===== src/core/phytxc_pkg.sv =====
/*
 * Constants shared by the transmit configuration register bank:
 * register offsets, field positions, write masks and reset values.
 * Assumes a 5-bit management register address and 16-bit data.
 */
package phytxc_pkg;

    // Register address and data widths
    localparam int unsigned ADDR_W = 5;
    localparam int unsigned DATA_W = 16;

    // Register offsets on the management port
    localparam logic [4:0] DIG_CFG_ADDR = 5'h1A;
    localparam logic [4:0] TX_CTL_ADDR  = 5'h1E;

    // Digital configuration field positions
    localparam int unsigned DCFG_DRIVE_BIT = 11;
    localparam int unsigned DCFG_SHOW_BIT  = 9;

    // Transmit control field positions
    localparam int unsigned TXC_LOWPWR_BIT = 12;
    localparam int unsigned TXC_EDGE_MSB   = 11;
    localparam int unsigned TXC_EDGE_LSB   = 10;

    // Writable bits; all others read as zero
    localparam logic [15:0] DCFG_WMASK = 16'hFE37;
    localparam logic [15:0] TXC_WMASK  = 16'hFC1F;

    // Values after reset (edge field is overlaid from the straps)
    localparam logic [15:0] DCFG_RESET = 16'h0000;
    localparam logic [15:0] TXC_RESET  = 16'h0000;
    localparam logic [1:0]  CTL_EDGE_RESET = 2'h0;

    // Cycles from an accepted write to the controlled outputs
    localparam int unsigned CTL_LATENCY = 2;

endpackage


===== src/core/phytxc_ctl_if.sv =====
/*
 * Control bundle from the register bank to its output stage.
 * Assumes both ends run on the same clock.
 */
`timescale 1ns/100ps
`default_nettype none

interface phytxc_ctl_if;
    logic       drive_high;  // Raised MII drive strength
    logic       show_symerr; // Receive error shows raw symbol error
    logic       low_power;   // Transmitter low power, zero output
    logic [1:0] edge_rate;   // Transmit rise time select

    // Register bank side
    modport src (output drive_high, show_symerr, low_power, edge_rate);
    // Output stage side
    modport dst (input drive_high, show_symerr, low_power, edge_rate);
endinterface

`default_nettype wire


===== src/core/phytxc_regs.sv =====
/*
 * Digital configuration and transmit control register bank with
 * its controlled outputs, reached over the parallel management port.
 * Assumes the serial management framing sits outside this block and
 * presents one-cycle read and write strobes with a 5-bit address.
 */
`timescale 1ns/100ps
`default_nettype none

// Overview of operation
// - Read/write bit raises MII output drive strength
// - Read/write bit routes raw symbol error out
// - Read/write bit forces transmitter low power, zero
// - Two-bit field selects one of four rise times
// - Rise-time field loaded from strap pins at reset
// - Reserved bits reset zero; some stay read-only

module phytxc_regs (
    // Clock and reset
    input  wire logic        sys_clk_i,
    input  wire logic        srst_i,
    // Rise time strap pins, sampled while reset is held
    input  wire logic [1:0]  tx_edge_rate_strap_i,
    // Management register port
    input  wire logic [4:0]  reg_addr_i,
    input  wire logic        reg_wr_i,
    input  wire logic [15:0] reg_wdata_i,
    input  wire logic        reg_rd_i,
    output logic [15:0]      reg_rdata_o,
    output logic             reg_rvalid_o,
    // Receive error sources
    input  wire logic        rx_err_normal_i,
    input  wire logic        rx_symbol_err_i,
    // Controlled outputs
    output logic             mii_drive_high_o,
    output logic             mii_rx_err_o,
    output logic             tx_low_power_o,
    output logic             tx_zero_diff_o,
    output logic [1:0]       tx_edge_rate_o
);

    // Register contents
    logic [15:0] dcfg_q;   // Digital configuration word
    logic [15:0] txc_q;    // Transmit control word

    // Address match, used by both the write and read paths
    function automatic logic addr_is(input logic [4:0] addr,
                                     input logic [4:0] target);
        addr_is = (addr == target);
    endfunction

    // Write data kept to the writable bits only
    function automatic logic [15:0] masked(input logic [15:0] data,
                                           input logic [15:0] mask);
        masked = data & mask;
    endfunction

    // Digital configuration register
    always_ff @(posedge sys_clk_i) begin
        if (srst_i) begin
            // All bits come up clear
            dcfg_q <= phytxc_pkg::DCFG_RESET;
        end else if (reg_wr_i &&
                     addr_is(reg_addr_i, phytxc_pkg::DIG_CFG_ADDR)) begin
            // Read-only bits never take write data
            dcfg_q <= masked(reg_wdata_i,
                             phytxc_pkg::DCFG_WMASK);
        end
    end

    // Transmit control register; straps captured while reset is held
    always_ff @(posedge sys_clk_i) begin
        if (srst_i) begin
            // Base reset value, then the strap overlay
            txc_q <= phytxc_pkg::TXC_RESET;
            txc_q[phytxc_pkg::TXC_EDGE_MSB:phytxc_pkg::TXC_EDGE_LSB]
                <= tx_edge_rate_strap_i;
        end else if (reg_wr_i &&
                     addr_is(reg_addr_i, phytxc_pkg::TX_CTL_ADDR)) begin
            // Unlisted bits stay clear
            txc_q <= masked(reg_wdata_i,
                            phytxc_pkg::TXC_WMASK);
        end
    end

    // Read path: data and valid one cycle after the strobe
    always_ff @(posedge sys_clk_i) begin
        if (srst_i) begin
            reg_rdata_o  <= 16'h0000;
            reg_rvalid_o <= 1'b0;
        end else begin
            reg_rvalid_o <= reg_rd_i;
            if (!reg_rd_i) begin
                // Hold the last answer between reads
                reg_rdata_o <= reg_rdata_o;
            end else if (addr_is(reg_addr_i,
                                 phytxc_pkg::DIG_CFG_ADDR)) begin
                reg_rdata_o <= dcfg_q;
            end else if (addr_is(reg_addr_i,
                                 phytxc_pkg::TX_CTL_ADDR)) begin
                reg_rdata_o <= txc_q;
            end else begin
                // Unmapped offsets read as zero
                reg_rdata_o <= 16'h0000;
            end
        end
    end

    // Control bundle to the output stage
    phytxc_ctl_if ctl ();

    // Field extraction onto the bundle
    assign ctl.drive_high  = dcfg_q[phytxc_pkg::DCFG_DRIVE_BIT];
    assign ctl.show_symerr = dcfg_q[phytxc_pkg::DCFG_SHOW_BIT];
    assign ctl.low_power   = txc_q[phytxc_pkg::TXC_LOWPWR_BIT];
    assign ctl.edge_rate   =
        txc_q[phytxc_pkg::TXC_EDGE_MSB:phytxc_pkg::TXC_EDGE_LSB];

    // Registered output stage
    phytxc_out_stage u_out (
        .sys_clk_i        (sys_clk_i),
        .srst_i           (srst_i),
        .ctl              (ctl),
        .rx_err_normal_i  (rx_err_normal_i),
        .rx_symbol_err_i  (rx_symbol_err_i),
        .mii_drive_high_o (mii_drive_high_o),
        .mii_rx_err_o     (mii_rx_err_o),
        .tx_low_power_o   (tx_low_power_o),
        .tx_zero_diff_o   (tx_zero_diff_o),
        .tx_edge_rate_o   (tx_edge_rate_o)
    );

    // Write decode seen by the assertions
    logic wr_dcfg;   // Write to digital configuration
    logic wr_txc;    // Write to transmit control
    assign wr_dcfg = reg_wr_i &&
                     addr_is(reg_addr_i, phytxc_pkg::DIG_CFG_ADDR);
    assign wr_txc  = reg_wr_i &&
                     addr_is(reg_addr_i, phytxc_pkg::TX_CTL_ADDR);

    // Drive strength pin shows the written bit two clocks on
    property p_drive_follow;
        @(posedge sys_clk_i) disable iff (srst_i)
        wr_dcfg ##1 !srst_i |->
            ##1 mii_drive_high_o == $past(reg_wdata_i[11], 2);
    endproperty
    a_drive_follow: assert property (p_drive_follow)
        else $error("drive strength pin missed a register write");

    // Symbol error select takes effect in the register one clock on
    property p_show_store;
        @(posedge sys_clk_i) disable iff (srst_i)
        wr_dcfg |=> dcfg_q[9] == $past(reg_wdata_i[9]);
    endproperty
    a_show_store: assert property (p_show_store)
        else $error("symbol error select not stored");

    // Low power pin shows the written bit two clocks on
    property p_lowpwr_follow;
        @(posedge sys_clk_i) disable iff (srst_i)
        wr_txc ##1 !srst_i |->
            ##1 tx_low_power_o == $past(reg_wdata_i[12], 2);
    endproperty
    a_lowpwr_follow: assert property (p_lowpwr_follow)
        else $error("low power pin missed a register write");

    // Edge rate pins show the written field two clocks on
    property p_edge_follow;
        @(posedge sys_clk_i) disable iff (srst_i)
        wr_txc ##1 !srst_i |->
            ##1 tx_edge_rate_o == $past(reg_wdata_i[11:10], 2);
    endproperty
    a_edge_follow: assert property (p_edge_follow)
        else $error("edge rate pins missed a register write");

    // Edge field holds the strap level seen in the last reset cycle
    property p_strap_load;
        @(posedge sys_clk_i) disable iff (srst_i)
        $fell(srst_i) |->
            txc_q[11:10] == $past(tx_edge_rate_strap_i);
    endproperty
    a_strap_load: assert property (p_strap_load)
        else $error("edge rate field not loaded from straps");

    // Read-only bits of the digital configuration word read zero
    property p_ro_zero;
        @(posedge sys_clk_i) disable iff (srst_i)
        reg_rd_i && addr_is(reg_addr_i, phytxc_pkg::DIG_CFG_ADDR) |=>
            reg_rvalid_o && reg_rdata_o[8:6] == 3'h0 &&
            reg_rdata_o[3] == 1'b0;
    endproperty
    a_ro_zero: assert property (p_ro_zero)
        else $error("read-only bits read nonzero");

    // In the first cycle out of reset the drive strength and low power pins, the digital configuration word and the low power bit are clear
    property p_reset_clear;
        @(posedge sys_clk_i) disable iff (srst_i)
        $fell(srst_i) |->
            !mii_drive_high_o && !tx_low_power_o &&
            dcfg_q == 16'h0000 && txc_q[12] == 1'b0;
    endproperty
    a_reset_clear: assert property (p_reset_clear)
        else $error("control bits not clear after reset");

    // Read-only and unlisted bits never hold a one
    property p_rsvd_zero;
        @(posedge sys_clk_i) disable iff (srst_i)
        (dcfg_q & ~phytxc_pkg::DCFG_WMASK) == 16'h0000 &&
            (txc_q & ~phytxc_pkg::TXC_WMASK) == 16'h0000;
    endproperty
    a_rsvd_zero: assert property (p_rsvd_zero)
        else $error("read-only bit holds a one");

    // Transmit control reads back its stored word
    property p_txc_readback;
        @(posedge sys_clk_i) disable iff (srst_i)
        reg_rd_i && addr_is(reg_addr_i, phytxc_pkg::TX_CTL_ADDR) |=>
            reg_rvalid_o && reg_rdata_o == $past(txc_q);
    endproperty
    a_txc_readback: assert property (p_txc_readback)
        else $error("transmit control read back wrong");

    // Zero differential output tracks the written low power bit
    property p_zero_diff_follow;
        @(posedge sys_clk_i) disable iff (srst_i)
        wr_txc ##1 !srst_i |->
            ##1 tx_zero_diff_o == $past(reg_wdata_i[12], 2);
    endproperty
    a_zero_diff_follow: assert property (p_zero_diff_follow)
        else $error("zero differential pin missed a register write");

endmodule

`default_nettype wire


===== src/core/phytxc_out_stage.sv =====
/*
 * Output stage: registers the control bits onto the pins that the
 * transmitter and MII pad logic use, and selects the receive error.
 * Assumes synchronous inputs and a synchronous active-high reset.
 */
`timescale 1ns/100ps
`default_nettype none

module phytxc_out_stage (
    // Clock and reset
    input  wire logic     sys_clk_i,
    input  wire logic     srst_i,
    // Control from the register bank
    phytxc_ctl_if.dst     ctl,
    // Receive error sources
    input  wire logic     rx_err_normal_i,
    input  wire logic     rx_symbol_err_i,
    // Controlled outputs
    output logic          mii_drive_high_o,
    output logic          mii_rx_err_o,
    output logic          tx_low_power_o,
    output logic          tx_zero_diff_o,
    output logic [1:0]    tx_edge_rate_o
);

    // Pad and transmitter controls, one flop stage past the registers
    always_ff @(posedge sys_clk_i) begin
        if (srst_i) begin
            mii_drive_high_o <= 1'b0;
            tx_low_power_o   <= 1'b0;
            tx_zero_diff_o   <= 1'b0;
            tx_edge_rate_o   <= phytxc_pkg::CTL_EDGE_RESET;
        end else begin
            mii_drive_high_o <= ctl.drive_high;
            tx_low_power_o   <= ctl.low_power;
            tx_zero_diff_o   <= ctl.low_power;
            tx_edge_rate_o   <= ctl.edge_rate;
        end
    end

    // Receive error source select
    always_ff @(posedge sys_clk_i) begin
        if (srst_i) begin
            mii_rx_err_o <= 1'b0;
        end else if (ctl.show_symerr) begin
            mii_rx_err_o <= rx_symbol_err_i;
        end else begin
            mii_rx_err_o <= rx_err_normal_i;
        end
    end

    // Error pin follows the selected source one cycle later
    property p_rxer_select;
        @(posedge sys_clk_i) disable iff (srst_i)
        !$past(srst_i) |->
            mii_rx_err_o == ($past(ctl.show_symerr) ?
                             $past(rx_symbol_err_i) :
                             $past(rx_err_normal_i));
    endproperty
    a_rxer_select: assert property (p_rxer_select)
        else $error("receive error pin shows the wrong source");

    // Low power and zero differential always move together
    property p_lowpwr_pair;
        @(posedge sys_clk_i) disable iff (srst_i)
        tx_low_power_o == tx_zero_diff_o;
    endproperty
    a_lowpwr_pair: assert property (p_lowpwr_pair)
        else $error("low power without zero differential output");

endmodule

`default_nettype wire


===== config.mk =====
export PLATFORM = sky130hd
export DESIGN_NAME = phytxc_regs
export DESIGN_NICKNAME = d
export VERILOG_FILES = /design/src/core/phytxc_pkg.sv /design/src/core/phytxc_ctl_if.sv /design/src/core/phytxc_regs.sv /design/src/core/phytxc_out_stage.sv
export SDC_FILE = /design/constraint.sdc
export NUM_CORES = 1
export LEC_CHECK = 0
export BUFFER_PORTS_ARGS = -buffer_cell sky130_fd_sc_hd__buf_4
export CORE_MARGIN = 5
export CORE_UTILIZATION = 25
export DETAILED_ROUTE_END_ITERATION = 7
export SYNTH_ARGS = -nofsm -noshare
export SYNTH_HDL_FRONTEND = slang
export SYNTH_SLANG_ARGS = --single-unit
export TNS_END_PERCENT = 10

===== constraint.sdc =====
create_clock -name sys_clk_i -period 1.6 [get_ports sys_clk_i]
set_input_delay 0.08 -clock sys_clk_i [delete_from_list [all_inputs] [get_ports sys_clk_i]]
set_output_delay 0.08 -clock sys_clk_i [all_outputs]
set_load 0.005 [all_outputs]

==> metrics.txt <==
Comb power frac=0.101; register area=861 µm²; Die W=approximately 95 µm; IO Count=52; crit start category=input pin; max frequency=1050 MHz; post-route insts no fill=roughly 330; TNS Setup=0 ns; Seq/Total Area, Yosys=0.476; number of synthesized flops with an enable pin=2; final wirelength=4000 µm; most common cell in the netlist=dfxtp_1; area growth from synthesis to layout=27.0%; Port Buffers=45; clock sinks=42; largest net degree at the start of global routing=38; DRT iter0 DRCs=76; Final Setup Violations=0; Hold Path Class=in -> reg; GR Overflow Total=0; Post-CTS Repair Setup Buffers=0; Pwr Total=1940 µW; Diodes inserted=0; total track usage=0.0954; die area=0.00903 mm²; register share of total power=0.562; DIE HEIGHT=about 95 µm; CTS tree=yes; initial antenna violation count=0; H-tree Lvls=2; multi-input logic area=825 µm²; post-route ant nets=0; clock buffer depth=2; CP required=1.78 ns; clk root buf=clkbuf_8; area of the mapped netlist=0.00181 mm²; RSZ-0062 raised after global routing=no; Avg WL per Cell=12.2 µm; Max-Cap Viols=0; CP Capture Type=register; initial core utilization=0.253; P per Cell Area=between 800 and 900 mW/mm²; P_sw=456 µW; CTS Hold Bufs=0; cells after synthesis=185; final hold vios=0; global placer's final weighted congestion=0.742; Final Skew=0.00309 ns; unique cell type count in the Yosys netlist=24; drt pass-1 iters=4; share of cells above drive strength 1=0.266; top cell type's share of synthesized area=0.443; Clk pwr share=0.337; leading area contributor after synthesis=dfxtp_1; P_leak=0.000948 µW; VDD IR max=0.318 mV; Pint=about 1500 µW; DR vias=1388; routed vias/inst=4.23; synthesized flop and latch total=between 40 and 50; CTS resizes=0; Num CTS Buffers=5; Sw Ratio=0.235; critical-path maximum fanout=12; vias in the first global route=1389; fin crit period=0.957 ns; Clock transition at path regs=approximately 0.08 ns; placed cells=320; part of the cycle the worst path needs=0.598; drt drc=0; fill count=792; status=finished clean; Synth Warn #=0; Final HPWL DP=2900 µm; max-slew violations=0; Crit path arrival time=1.13 ns; crit path kind=in -> reg; Row Count=31; syn avg cell area=between 9 and 10 µm²; ys async rst share=0; Net count, final=257; Area contributors post-synth=dfxtp_1 (44%), nand2b_1 (13%), mux2i_1 (12%), nand3_1 (5.8%), a311oi_1 (4.4%); Post-synth top cells=dfxtp_1 (40), nand2b_1 (38), mux2i_1 (22), nand3_1 (21), nor2_1 (11); first-pass GRT wire length=6640 µm; Clk Latency, worst-skew pair=about 0.29 ns; top_reg_cell synth=dfxtp_1; Core Area=0.00714 mm²
[state kept, by name, indices dropped and copies added (netlist names)]
register                count
reg_rdata_o                13
dcfg_q                     12
txc_q                      11
u_out.tx_edge_rate_o        2
reg_rvalid_o                1
u_out.mii_drive_high_o      1
u_out.mii_rx_err_o          1
u_out.tx_zero_diff_o        1
[cell usage in the layout, fill, tap and decap left out]
cell	count
buf_4	53
dfxtp_1	40
nand2b_1	38
mux2i_1	22
nand3_1	21
nor2_1	11
a311oi_1	9
clkbuf_8	5
nand4_1	3
a21oi_1	3
nor2b_1	3
conb_1	3
nand2_1	2
o21ai_0	2
and3_1	2
inv_1	2
edfxtp_1	2
and3b_1	1
and2_1	1
nand3_2	1
and2b_1	1
a311oi_2	1
clkinv_2	1
clkinv_1	1
clkbuf_1	1
[critical path: stages]
cell and delay [ns]:
buf_4 0.10, and3b_1 0.36, buf_4 0.24, nand3_1 0.18
mux2i_1 0.16
[cell families after synthesis]
kind of cell,count (synthesis),share of synthesized area
and+or+nand+nor,84,0.262
AOI/OAI and AO/OA,15,0.0657
other,1,0.00207
DFF,42,0.476
muxes,22,0.122
buffers and inverters,21,0.0720
[through the flow]
step	hold slack [ns]	area, µm²	setup slack, ns	util
floorplan	0.224	1820	0.519	-
global placement	0.316	2210	0.343	0.310
detailed placement	0.328	2210	0.336	0.310
CTS	0.0223	2300	0.648	0.322
global route	0.0308	2300	0.542	0.322
finish	0.0243	2300	0.643	0.322
[worst paths after layout]
path,cells after the start,slack (ns),endpoint,startpoint
max,5,0.64,dcfg_q[10]$_SDFFE_PP0P_,reg_addr_i[0]
min,3,0.02,u_out.mii_rx_err_o$_SDFF_PP0_,rx_err_normal_i
max reg2reg,2,0.82,reg_rdata_o[15]$_SDFFE_PP0P_,txc_q[15]$_SDFFE_PP0P_
min reg2reg,2,0.47,u_out.mii_drive_high_o$_SDFF_PP0_,dcfg_q[11]$_SDFFE_PP0P_
[area by class of cell]
type	count	area share
clock buffer	6	0.0316
clock inverter	2	0.00381
inverter	2	0.00327
multi-input combinational	124	0.359
sequential	42	0.375
tap	99	0.0540
timing repair buffer	53	0.173
[power by group through the flow]
stage	clock network (µW)	registers, µW	logic (µW)
2_1_floorplan	0	1120	107
3_3_place_gp	0	1120	200
3_5_place_dp	0	1120	202
4_1_cts	676	1090	202
5_1_grt	727	1100	220
6_report	655	1090	196
[routing by layer]
layer / part of all wire / vias to the layer above / global-route usage
li1: - / 707 / -
met1: 0.43 / 648 / 0.116
met2: 0.50 / 31 / 0.156
met3: 0.059 / 2 / 0.0371
met4: 0.0050 / 0 / 0.0288
met5: 0 / - / 0
Note: power is estimated with default switching activity, not from simulation.
